### src/core/lfm_pkg.sv
// constants, command codes and register map of the lf modulator stage
// assumes: one 100 MHz clock, software access over axi4-lite

package lfm_pkg;

	// ------------------------------------------------------------
	// register map
	// ------------------------------------------------------------
	localparam int          AXI_AW       = 8;
	localparam logic [7:0]  REG_CTRL     = 8'h00;
	localparam logic [7:0]  REG_CMD      = 8'h04;
	localparam logic [7:0]  REG_STAT     = 8'h08;
	localparam int          CTRL_RUN     = 0;
	localparam int          CTRL_HALT    = 1;
	localparam int          STAT_OVF     = 8;
	localparam int          STAT_BUSY    = 9;
	localparam int          STAT_ACT     = 10;
	localparam int          STAT_HS      = 11;
	localparam int          STAT_DRV     = 12;
	localparam int          STAT_DIAG    = 15;
	localparam int          STAT_CUR     = 16;
	localparam int          STAT_HALT    = 21;
	localparam logic        RUN_RST      = 1'b0;
	localparam logic [2:0]  DRV_RST      = 3'h0;
	localparam logic [4:0]  CUR_RST      = 5'h00;
	localparam logic [1:0]  RESP_OKAY    = 2'h0;
	localparam logic [1:0]  RESP_SLVERR  = 2'h2;

	// ------------------------------------------------------------
	// command codes (upper bits of a buffered byte)
	// ------------------------------------------------------------
	localparam logic [2:0]  OP_DRV       = 3'h1;
	localparam logic [2:0]  OP_CUR       = 3'h5;
	localparam logic [2:0]  OP_CAR       = 3'h4;
	localparam logic [3:0]  OP_DATA      = 4'h0;
	localparam int          BR_BIT       = 4;
	localparam int          DM_BIT       = 3;

	// ------------------------------------------------------------
	// lf period length in clocks, timing counts in lf periods
	// ------------------------------------------------------------
	localparam int          LF_DIV       = 64;
	localparam logic [9:0]  DRV_TOTAL    = 10'h040;
	localparam logic [9:0]  DRV_STOP     = 10'h020;
	localparam logic [9:0]  CUR_PERIODS  = 10'h004;
	localparam logic [9:0]  BIT_STD      = 10'h020;
	localparam logic [9:0]  BIT_HS       = 10'h016;
	localparam logic [9:0]  BURST_STD    = 10'h010;
	localparam logic [9:0]  BURST_HS     = 10'h00b;
	localparam logic [2:0]  MEAS_DELAY   = 3'h4;

	typedef enum logic [2:0] {
		LFM_CMD_DRV,
		LFM_CMD_CUR,
		LFM_CMD_CAR,
		LFM_CMD_DATA,
		LFM_CMD_BAD
	} lfm_cmd_e;

endpackage

### src/core/lfm_period_timer.sv
// lf period timer: divides the system clock into lf period ticks
// assumes: synchronous active high reset, free running clock
`timescale 1ns/1ps
`default_nettype none

module lfm_period_timer #(
	parameter int DIV = lfm_pkg::LF_DIV
) (
	// clock and reset
	input  wire logic clock,
	input  wire logic rst,
	// period outputs
	output logic      lf_tick,
	output logic      lf_phase
);

	localparam int CW = $clog2(DIV);

	logic [CW-1:0] div_cnt_ff;
	logic          tick_ff;
	logic          phase_ff;

	// ------------------------------------------------------------
	// divider
	// ------------------------------------------------------------
	// count clocks, one tick per lf period
	always_ff @(posedge clock) begin
		if (rst) begin
			div_cnt_ff <= '0;
			tick_ff    <= 1'b0;
			phase_ff   <= 1'b0;
		end else begin
			tick_ff <= (div_cnt_ff == CW'(DIV - 1));
			if (div_cnt_ff == CW'(DIV - 1)) begin
				div_cnt_ff <= '0;
			end else begin
				div_cnt_ff <= div_cnt_ff + 1'b1;
			end
			phase_ff <= (div_cnt_ff >= CW'(DIV / 2)); // carrier phase
		end
	end

	assign lf_tick  = tick_ff;
	assign lf_phase = phase_ff;

endmodule

`default_nettype wire

### src/core/lfm_modulator.sv
// lf modulator stage: command buffer, sequencer, ook drive, traces
// assumes: axi4-lite master on the same clock, coil driver stages
// outside that follow coil_drive_on and coil_select
`timescale 1ns/1ps
`default_nettype none

module lfm_modulator #(
	parameter int DEPTH = 16,
	parameter int DIV   = lfm_pkg::LF_DIV
) (
	// clock and reset
	input  wire logic                       clock,
	input  wire logic                       rst,
	// axi4-lite write address
	input  wire logic [lfm_pkg::AXI_AW-1:0] s_axi_awaddr,
	input  wire logic                       s_axi_awvalid,
	output logic                            s_axi_awready,
	// axi4-lite write data
	input  wire logic [31:0]                s_axi_wdata,
	input  wire logic [3:0]                 s_axi_wstrb,
	input  wire logic                       s_axi_wvalid,
	output logic                            s_axi_wready,
	// axi4-lite write response
	output logic [1:0]                      s_axi_bresp,
	output logic                            s_axi_bvalid,
	input  wire logic                       s_axi_bready,
	// axi4-lite read address
	input  wire logic [lfm_pkg::AXI_AW-1:0] s_axi_araddr,
	input  wire logic                       s_axi_arvalid,
	output logic                            s_axi_arready,
	// axi4-lite read data
	output logic [31:0]                     s_axi_rdata,
	output logic [1:0]                      s_axi_rresp,
	output logic                            s_axi_rvalid,
	input  wire logic                       s_axi_rready,
	// coil driver control
	output logic                            coil_drive_on,
	output logic [2:0]                      coil_select,
	output logic [4:0]                      coil_current,
	output logic                            diag_select,
	output logic                            high_speed,
	output logic                            lf_carrier_phase,
	output logic                            measure_enable,
	// trace outputs
	output logic                            transmit_active_trace,
	output logic                            lf_bit_change_trace
);

	localparam int PW = $clog2(DEPTH);

	typedef enum logic [2:0] {
		ST_IDLE,
		ST_DRV,
		ST_CUR,
		ST_DATA,
		ST_CAR
	} lfm_state_e;

	// classify a buffered byte
	function automatic lfm_pkg::lfm_cmd_e lfm_decode(
		input logic [7:0] b
	);
		if (b[7:4] == lfm_pkg::OP_DATA) begin
			return lfm_pkg::LFM_CMD_DATA;
		end else if (b[7:5] == lfm_pkg::OP_DRV) begin
			return lfm_pkg::LFM_CMD_DRV;
		end else if (b[7:5] == lfm_pkg::OP_CUR) begin
			return lfm_pkg::LFM_CMD_CUR;
		end else if (b[7:5] == lfm_pkg::OP_CAR) begin
			return lfm_pkg::LFM_CMD_CAR;
		end
		return lfm_pkg::LFM_CMD_BAD;
	endfunction

	// ------------------------------------------------------------
	// declarations
	// ------------------------------------------------------------
	logic [7:0]       mem [DEPTH];
	logic [PW-1:0]    rd_ptr_ff;
	logic [PW-1:0]    wr_ptr_ff;
	logic [PW:0]      fill_ff;
	logic             run_ff;
	logic             halt_ff;
	logic             ovf_ff;
	logic             aw_hold_ff;
	logic             w_hold_ff;
	logic [7:0]       aw_addr_ff;
	logic [31:0]      w_data_ff;
	logic [3:0]       w_strb_ff;
	logic             bvalid_ff;
	logic [1:0]       bresp_ff;
	logic             rvalid_ff;
	logic [31:0]      rdata_ff;
	logic [1:0]       rresp_ff;
	lfm_state_e       state_ff;
	logic [9:0]       per_cnt_ff;
	logic [5:0]       bits_left_ff;
	logic [7:0]       shift_ff;
	logic [2:0]       bit_pos_ff;
	logic             field_ff;
	logic [2:0]       drv_ff;
	logic             diag_ff;
	logic             speed_ff;
	logic [2:0]       pend_drv_ff;
	logic             pend_diag_ff;
	logic             pend_speed_ff;
	logic [4:0]       cur_ff;
	logic             act_ff;
	logic             lf_bit_change_trace_ff;
	logic [2:0]       on_cnt_ff;
	logic             meas_ff;
	logic             lf_tick;
	logic             wr_do;
	logic             push;
	logic             flush;
	logic [1:0]       pop_n;
	logic [7:0]       head;
	logic [7:0]       head1;
	lfm_pkg::lfm_cmd_e head_kind;
	logic             can_start;
	logic             seg_end;
	logic             cmd_end;
	logic             start_now;
	logic [9:0]       bit_len;
	logic [9:0]       burst_min;
	logic [9:0]       car_len;
	logic [4:0]       nibbles;

	// ------------------------------------------------------------
	// lf period timing
	// ------------------------------------------------------------
	lfm_period_timer #(
		.DIV (DIV)
	) u_timer (
		.clock    (clock),
		.rst      (rst),
		.lf_tick  (lf_tick),
		.lf_phase (lf_carrier_phase)
	);

	// ------------------------------------------------------------
	// axi4-lite write channel
	// ------------------------------------------------------------
	assign s_axi_awready = !aw_hold_ff;
	assign s_axi_wready  = !w_hold_ff;
	assign s_axi_bvalid  = bvalid_ff;
	assign s_axi_bresp   = bresp_ff;
	assign wr_do         = aw_hold_ff && w_hold_ff && !bvalid_ff;

	// catch address and data in either order, answer once both held
	always_ff @(posedge clock) begin
		if (rst) begin
			aw_hold_ff <= 1'b0;
			w_hold_ff  <= 1'b0;
			aw_addr_ff <= 8'h00;
			w_data_ff  <= 32'h0000_0000;
			w_strb_ff  <= 4'h0;
			bvalid_ff  <= 1'b0;
			bresp_ff   <= lfm_pkg::RESP_OKAY;
		end else begin
			if (s_axi_awvalid && !aw_hold_ff) begin
				aw_hold_ff <= 1'b1;
				aw_addr_ff <= {s_axi_awaddr[7:2], 2'b00};
			end else if (wr_do) begin
				aw_hold_ff <= 1'b0;
			end
			if (s_axi_wvalid && !w_hold_ff) begin
				w_hold_ff <= 1'b1;
				w_data_ff <= s_axi_wdata;
				w_strb_ff <= s_axi_wstrb;
			end else if (wr_do) begin
				w_hold_ff <= 1'b0;
			end
			if (wr_do) begin
				bvalid_ff <= 1'b1;
				bresp_ff  <= (aw_addr_ff == lfm_pkg::REG_CTRL ||
					aw_addr_ff == lfm_pkg::REG_CMD ||
					aw_addr_ff == lfm_pkg::REG_STAT) ?
					lfm_pkg::RESP_OKAY : lfm_pkg::RESP_SLVERR;
			end else if (s_axi_bready) begin
				bvalid_ff <= 1'b0;
			end
		end
	end

	// control bits: run level, halt request, overflow flag
	always_ff @(posedge clock) begin
		if (rst) begin
			run_ff  <= lfm_pkg::RUN_RST;
			halt_ff <= 1'b0;
			ovf_ff  <= 1'b0;
		end else begin
			if (wr_do && aw_addr_ff == lfm_pkg::REG_CTRL && w_strb_ff[0]) begin
				run_ff <= w_data_ff[lfm_pkg::CTRL_RUN];
			end
			// a new request in the flush cycle stays pending
			if (wr_do && aw_addr_ff == lfm_pkg::REG_CTRL && w_strb_ff[0] &&
				w_data_ff[lfm_pkg::CTRL_HALT]) begin
				halt_ff <= 1'b1;
			end else if (lf_tick) begin
				halt_ff <= 1'b0;
			end
			// overflow set wins over write-one clear
			if (wr_do && aw_addr_ff == lfm_pkg::REG_CMD && w_strb_ff[0] &&
				fill_ff == (PW+1)'(DEPTH) && !flush) begin
				ovf_ff <= 1'b1;
			end else if (wr_do && aw_addr_ff == lfm_pkg::REG_STAT &&
				w_strb_ff[1] && w_data_ff[lfm_pkg::STAT_OVF]) begin
				ovf_ff <= 1'b0;
			end
		end
	end

	// ------------------------------------------------------------
	// axi4-lite read channel
	// ------------------------------------------------------------
	assign s_axi_arready = !rvalid_ff;
	assign s_axi_rvalid  = rvalid_ff;
	assign s_axi_rdata   = rdata_ff;
	assign s_axi_rresp   = rresp_ff;

	// register read mux, answer one cycle after the address
	always_ff @(posedge clock) begin
		if (rst) begin
			rvalid_ff <= 1'b0;
			rdata_ff  <= 32'h0000_0000;
			rresp_ff  <= lfm_pkg::RESP_OKAY;
		end else if (s_axi_arvalid && !rvalid_ff) begin
			rvalid_ff <= 1'b1;
			rresp_ff  <= lfm_pkg::RESP_OKAY;
			rdata_ff  <= 32'h0000_0000;
			case ({s_axi_araddr[7:2], 2'b00})
				lfm_pkg::REG_CTRL: begin
					rdata_ff[lfm_pkg::CTRL_RUN] <= run_ff;
				end
				lfm_pkg::REG_CMD: begin
					rdata_ff <= 32'h0000_0000;
				end
				lfm_pkg::REG_STAT: begin
					rdata_ff[PW:0]                 <= fill_ff;
					rdata_ff[lfm_pkg::STAT_OVF]    <= ovf_ff;
					rdata_ff[lfm_pkg::STAT_BUSY]   <= (state_ff != ST_IDLE);
					rdata_ff[lfm_pkg::STAT_ACT]    <= act_ff;
					rdata_ff[lfm_pkg::STAT_HS]     <= speed_ff;
					rdata_ff[lfm_pkg::STAT_DRV+:3] <= drv_ff;
					rdata_ff[lfm_pkg::STAT_DIAG]   <= diag_ff;
					rdata_ff[lfm_pkg::STAT_CUR+:5] <= cur_ff;
					rdata_ff[lfm_pkg::STAT_HALT]   <= halt_ff;
				end
				default: begin
					rresp_ff <= lfm_pkg::RESP_SLVERR;
				end
			endcase
		end else if (s_axi_rready) begin
			rvalid_ff <= 1'b0;
		end
	end

	// ------------------------------------------------------------
	// command buffer
	// ------------------------------------------------------------
	assign push  = wr_do && aw_addr_ff == lfm_pkg::REG_CMD && w_strb_ff[0] &&
		(fill_ff != (PW+1)'(DEPTH) || flush);
	assign flush = halt_ff && lf_tick;
	assign head  = mem[rd_ptr_ff];
	assign head1 = mem[rd_ptr_ff + 1'b1];

	// fifo keeps arrival order, halt empties it at a period end
	always_ff @(posedge clock) begin
		if (rst) begin
			rd_ptr_ff <= '0;
			wr_ptr_ff <= '0;
			fill_ff   <= '0;
		end else if (flush) begin
			rd_ptr_ff <= '0;
			wr_ptr_ff <= PW'(push);
			fill_ff   <= (PW+1)'(push);
		end else begin
			rd_ptr_ff <= rd_ptr_ff + PW'(pop_n);
			wr_ptr_ff <= wr_ptr_ff + PW'(push);
			fill_ff   <= fill_ff + (PW+1)'(push) - (PW+1)'(pop_n);
		end
	end

	// buffer storage
	always_ff @(posedge clock) begin
		if (push) begin
			mem[flush ? '0 : wr_ptr_ff] <= w_data_ff[7:0];
		end
	end

	// ------------------------------------------------------------
	// look-ahead decode of the next command
	// ------------------------------------------------------------
	assign head_kind = lfm_decode(head);
	assign bit_len   = speed_ff ? lfm_pkg::BIT_HS : lfm_pkg::BIT_STD;
	assign burst_min = speed_ff ? lfm_pkg::BURST_HS : lfm_pkg::BURST_STD;
	assign car_len   = 10'(head[4:0] * bit_len);
	assign nibbles   = (head[3:0] == 4'h0) ? 5'h10 : {1'b0, head[3:0]};
	assign can_start = fill_ff != '0 && !halt_ff &&
		(head_kind != lfm_pkg::LFM_CMD_DATA || fill_ff > (PW+1)'(1));
	assign seg_end   = lf_tick && per_cnt_ff == 10'h001;
	assign cmd_end   = seg_end && state_ff != ST_IDLE &&
		(state_ff != ST_DATA || bits_left_ff == 6'h01);
	assign start_now = lf_tick && can_start &&
		((state_ff == ST_IDLE && run_ff) || cmd_end);

	// number of bytes taken from the buffer this cycle
	always_comb begin
		pop_n = 2'h0;
		if (start_now) begin
			pop_n = (head_kind == lfm_pkg::LFM_CMD_DATA) ? 2'h2 : 2'h1;
		end else if (state_ff == ST_DATA && seg_end && !cmd_end &&
			bit_pos_ff == 3'h7 && fill_ff != '0 && !halt_ff) begin
			pop_n = 2'h1;
		end
	end

	// ------------------------------------------------------------
	// sequencer
	// ------------------------------------------------------------
	// runs one command at a time, next one starts on the last tick
	always_ff @(posedge clock) begin
		if (rst) begin
			state_ff      <= ST_IDLE;
			per_cnt_ff    <= 10'h000;
			bits_left_ff  <= 6'h00;
			shift_ff      <= 8'h00;
			bit_pos_ff    <= 3'h0;
			field_ff      <= 1'b0;
			drv_ff        <= lfm_pkg::DRV_RST;
			diag_ff       <= 1'b0;
			speed_ff      <= 1'b0;
			pend_drv_ff   <= lfm_pkg::DRV_RST;
			pend_diag_ff  <= 1'b0;
			pend_speed_ff <= 1'b0;
			cur_ff        <= lfm_pkg::CUR_RST;
			act_ff        <= 1'b0;
			lf_bit_change_trace_ff       <= 1'b0;
		end else if (flush) begin
			state_ff <= ST_IDLE;
			field_ff <= 1'b0;
			act_ff   <= 1'b0;
		end else if (start_now) begin
			case (head_kind)
				lfm_pkg::LFM_CMD_DRV: begin
					state_ff      <= ST_DRV;
					per_cnt_ff    <= lfm_pkg::DRV_TOTAL;
					pend_drv_ff   <= head[2:0];
					pend_diag_ff  <= head[lfm_pkg::DM_BIT];
					pend_speed_ff <= head[lfm_pkg::BR_BIT];
					field_ff      <= 1'b0;
					act_ff        <= 1'b0;
				end
				lfm_pkg::LFM_CMD_CUR: begin
					state_ff   <= ST_CUR;
					per_cnt_ff <= lfm_pkg::CUR_PERIODS;
					cur_ff     <= head[4:0];
					field_ff   <= 1'b0;
					act_ff     <= 1'b0;
				end
				lfm_pkg::LFM_CMD_CAR: begin
					state_ff   <= ST_CAR;
					per_cnt_ff <= (car_len < burst_min) ?
						burst_min : car_len;
					field_ff   <= 1'b1;
					act_ff     <= 1'b1;
				end
				lfm_pkg::LFM_CMD_DATA: begin
					state_ff     <= ST_DATA;
					per_cnt_ff   <= bit_len;
					bits_left_ff <= {nibbles, 1'b0};
					shift_ff     <= head1;
					bit_pos_ff   <= 3'h0;
					field_ff     <= head1[0];
					act_ff       <= 1'b1;
					lf_bit_change_trace_ff      <= !lf_bit_change_trace_ff;
				end
				default: begin
					state_ff <= ST_IDLE;
					field_ff <= 1'b0;
					act_ff   <= 1'b0;
				end
			endcase
		end else if (cmd_end) begin
			state_ff <= ST_IDLE;
			field_ff <= 1'b0;
			act_ff   <= 1'b0;
		end else if (state_ff == ST_DATA && seg_end) begin
			per_cnt_ff   <= bit_len;
			bits_left_ff <= bits_left_ff - 6'h01;
			lf_bit_change_trace_ff      <= lf_bit_change_trace_ff ^ (bit_pos_ff != 3'h7 || pop_n == 2'h1);
			if (bit_pos_ff != 3'h7) begin
				shift_ff   <= {1'b0, shift_ff[7:1]};
				field_ff   <= shift_ff[1];
				bit_pos_ff <= bit_pos_ff + 3'h1;
			end else if (pop_n == 2'h1) begin
				shift_ff   <= head;
				field_ff   <= head[0];
				bit_pos_ff <= 3'h0;
			end else begin
				state_ff <= ST_IDLE; // data ran out
				field_ff <= 1'b0;
				act_ff   <= 1'b0;
			end
		end else if (state_ff != ST_IDLE && lf_tick) begin
			per_cnt_ff <= per_cnt_ff - 10'h001;
			// coil swaps after the decay half of the select time
			if (state_ff == ST_DRV &&
				per_cnt_ff == lfm_pkg::DRV_TOTAL - lfm_pkg::DRV_STOP + 10'h001) begin
				drv_ff   <= pend_drv_ff;
				diag_ff  <= pend_diag_ff;
				speed_ff <= pend_speed_ff;
			end
		end
	end

	// ------------------------------------------------------------
	// current measurement window
	// ------------------------------------------------------------
	// hold off measurement for four periods after the field comes on
	always_ff @(posedge clock) begin
		if (rst) begin
			on_cnt_ff <= 3'h0;
			meas_ff   <= 1'b0;
		end else begin
			if (!field_ff) begin
				on_cnt_ff <= 3'h0;
			end else if (lf_tick && on_cnt_ff != lfm_pkg::MEAS_DELAY) begin
				on_cnt_ff <= on_cnt_ff + 3'h1;
			end
			meas_ff <= field_ff && on_cnt_ff == lfm_pkg::MEAS_DELAY;
		end
	end

	// ------------------------------------------------------------
	// outputs
	// ------------------------------------------------------------
	assign coil_drive_on         = field_ff;
	assign coil_select           = drv_ff;
	assign coil_current          = cur_ff;
	assign diag_select           = diag_ff;
	assign high_speed            = speed_ff;
	assign measure_enable        = meas_ff;
	assign transmit_active_trace = act_ff;
	assign lf_bit_change_trace   = lf_bit_change_trace_ff;

endmodule

`default_nettype wire

### config.mk
export PLATFORM = sky130hd
export DESIGN_NAME = lfm_modulator
export DESIGN_NICKNAME = d
export VERILOG_FILES = /design/src/core/lfm_pkg.sv /design/src/core/lfm_period_timer.sv /design/src/core/lfm_modulator.sv
export SDC_FILE = /design/constraint.sdc
export NUM_CORES = 1
export LEC_CHECK = 0
export ABC_AREA = 1
export ABC_CLOCK_PERIOD_IN_PS = 9500
export BUFFER_PORTS_ARGS = -buffer_cell sky130_fd_sc_hd__buf_4
export CAP_MARGIN = 10
export CORE_ASPECT_RATIO = 1.25
export CORE_MARGIN = 3
export CORE_UTILIZATION = 40
export DETAILED_ROUTE_END_ITERATION = 6
export PLACE_DENSITY = 0.55
export SETUP_SLACK_MARGIN = 0.05
export SYNTH_ARGS = -nofsm -noshare
export SYNTH_HDL_FRONTEND = slang
export SYNTH_HIERARCHICAL = 1
export SYNTH_SLANG_ARGS = --single-unit
### constraint.sdc
create_clock -name clock -period 9.5 [get_ports clock]
set_input_delay 0.95 -clock clock [delete_from_list [all_inputs] [get_ports clock]]
set_output_delay 0.95 -clock clock [all_outputs]
set_load 0.02 [all_outputs]
==> impl_metrics.toml <==
[status]
outcome = "finished, final reports clean"

[synthesis]
synth.top_cell.area_share_pct = 29.6
ys.flop_type = "edfxtp_1"
synth_area_mm2 = 0.0130
netlist_top_cells_area = "edfxtp_1 (30%), dfxtp_1 (18%), nand2_1 (9.3%)"
syn_avg_cell_area_um2 = 8.06
synth_area_leader_cell = "edfxtp_1"
synth_most_common_cell = "nand2_1"
synth_edf_count = 128
yosysUniqueCellTypes = 47
ys_warn_count = 6
synth_seq_cells = 245
synthArstFlopShare_pct = 0
ys_top_cells_by_count = "nand2_1 (320), nor2_1 (213), o21ai_0 (170)"
synthCells = 1611
ys_seq_area_share_pct = 47.7

[timing]
final.setup_skew_ns = 0.0157
setup_viol = 0
period_needed_ns = 5.81
fin_crit_sh_pct = 61.2
worst_slew_pin_slew_ns = 1.18
relSlewSlack_pct = 21.3
hold_ws_ns = 0.456
rsz0062_at_grt = "false"
tns_ns = 0
maxSlewViolCount = 0
hold_viol_final = 0
fmax_mhz = 172

[die]
die_w_um = 167
initial_core_util_pct = 40.7
boundaryPins = 115
dieArea_mm2 = 0.0347
dieHeight_um = 207
coreArea_mm2 = 0.0319
rows = 73

[clock_tree]
cts_made_buffers = 28
cts_hold_buf = 0
cts-root-buf = "clkbuf_16"
clkLatencyLatePin_ns = 0.56
cts.sinks = 245
htree_levels = 1
cts_setup_buffers = 0
cts_tree = "built"
clkTransAtPathRegs_ns = 0.06
post_cts_resized = 0
cts_max_path_buffers = 3

[power_and_ir_drop]
power_leakage_nw = 6.13
power_density_mw_per_mm2 = 160
power_mw = 2.35
vdd_drop_max_mv = 0.124

[placed_design]
globalplace.congestion = 0.840
placedCellCount = 2031
io_buffers = 70
placed_area_mm2 = 0.0137
dp_hpwl_mm = 24.2

[run]
drv_cap = 0

[layout]
fill_cells = 3143
finalNonFillerCells = 2083
stdcell_area_mm2 = 0.0147
nets = 1757
drive_above_1_share_pct = 10.4
syn2layout_area_growth_pct = 13.3
diodes = 0

[global_route]
grt_pass1_wl_mm = 54.8
grt_antenna_before_repair = 0
grt_pass1_vias = 10400
grt_overflow = 0
track_usage_pct = 19.6
grt_max_degree = 87

[min_path]
whs_path_depth = 2
hold_class = "reg -> reg"

[critical_path]
critPathSlowestCell = "buf_4"
path_class = "reg -> reg"
reg2reg_depth = 25
required_ns = 9.99
cp_slowest_stage_delay_ns = 0.70
critPathLaunchType = "flop"
crit_path_frequent_cell = "nand2_1"
cp-end-kind = "flop"
crit_fanout = 86
arrival_ns = 6.30

[routing]
drt_iter0_drc = 844
wl_per_cell_um = 16.8
wl_mm = 35.1
final_antenna_net_count = 0
vias_per_cell = 5.23
drc = 0
vias = 10900
dr.pass1.iters = 5
-- final cells by class --
| type | instances | area, um2 | area share [%] |
|---|---|---|---|
| Tap cell | 412 | 515 | 3.51 |
| Inverter | 166 | 623 | 4.24 |
| Multi-Input combinational cell | 1128 | 5790 | 39.4 |
| Sequential cell | 245 | 6190 | 42.1 |
| Timing Repair Buffer | 80 | 601 | 4.08 |
| Clock inverter | 19 | 209 | 1.42 |
| Clock buffer | 33 | 781 | 5.31 |
-- metrics by stage --
stage / utilization, % / setup slack, ns
final: 46.1 / 3.69
after global routing: 46.1 / 3.14
after CTS: 46.1 / 3.75
after detailed placement: 43.0 / 3.80
after global placement: 43.0 / 3.83
after floorplan: - / 5.38
-- metal layers --
| layer | part of all wire (%) | vias to the layer above | wire [um] | global-route usage [%] |
|---|---|---|---|---|
| met1 | 41 | 5144 | 14300 | 23.9 |
| met3 | 4.7 | 64 | 1650 | 2.57 |
| met2 | 51 | 262 | 17700 | 34.8 |
| met4 | 4.0 | 0 | 1390 | 8.19 |
| li1 | - | 5433 | - | - |
| met5 | 0 | - | 0 | 0 |
-- path summary, 6_finish.rpt --
check / from / end / slack [ns]
setup / recovery: rd_ptr_ff[0] / per_cnt_ff[1] / 3.69
hold / removal: pend_diag_ff / pend_diag_ff / 0.46
setup reg to reg: rd_ptr_ff[0] / per_cnt_ff[1] / 3.69
hold reg to reg: pend_diag_ff / pend_diag_ff / 0.46
-- registers in the layout, summed over array words and instances, names as in the netlist, 4 cells and up --
name and cells:
fill_ff 5, bits_left_ff 6, wr_ptr_ff 4, per_cnt_ff 10
w_data_ff 9, shift_ff 7, coil_current 5, s_axi_rdata 19
aw_addr_ff 6, u_timer/div_cnt_ff 6, mem 128, rd_ptr_ff 4
-- power breakdown --
group	internal [mW]	leakage [nW]	switching [mW]	total (mW)
logic	0.0275	3.52	0.0474	0.0749
registers	1.13	2.13	0.0212	1.15
clock network	0.673	0.487	0.450	1.12
-- cell families after synthesis --
logic type / synth area share (%)
buf+inv: 8.28
compound gates: 14.5
simple gates: 23.2
xor+xnor: 1.35
flops: 47.7
other cells: 0.0289
fa+ha+maj: 5.01
-- cell usage in the layout (no fill, tap or decap), drive strengths merged, types with 4 or more instances in the layout --
cell type	synthesis	layout
fa	5	5
nor3	12	12
buf	47	80
edfxtp	128	128
o221ai	10	10
o211ai	20	20
a21oi	115	115
nor3b	4	4
nand2	335	335
nor2	217	217
xnor2	8	8
dfxtp	117	117
o21ai	178	178
ha	44	44
nand3	107	107
nand4	15	15
o22ai	10	10
inv	163	163
o21bai	5	5
clkbuf	39	33
xor2	12	12
conb	1	15
clkinv	3	17
-- critical path: cells and delay by family (launching register included) --
kind / cells / cell delay, ns
XOR/XNOR: 1 / 0.25
AO/OA/AOI/OAI: 2 / 0.30
flip-flops: 1 / 0.51
adder cells (fa/ha/maj): 4 / 1.45
AND/OR/NAND/NOR: 15 / 1.75
buffers and inverters: 3 / 1.40
Note: power is estimated with default switching activity, not from simulation.
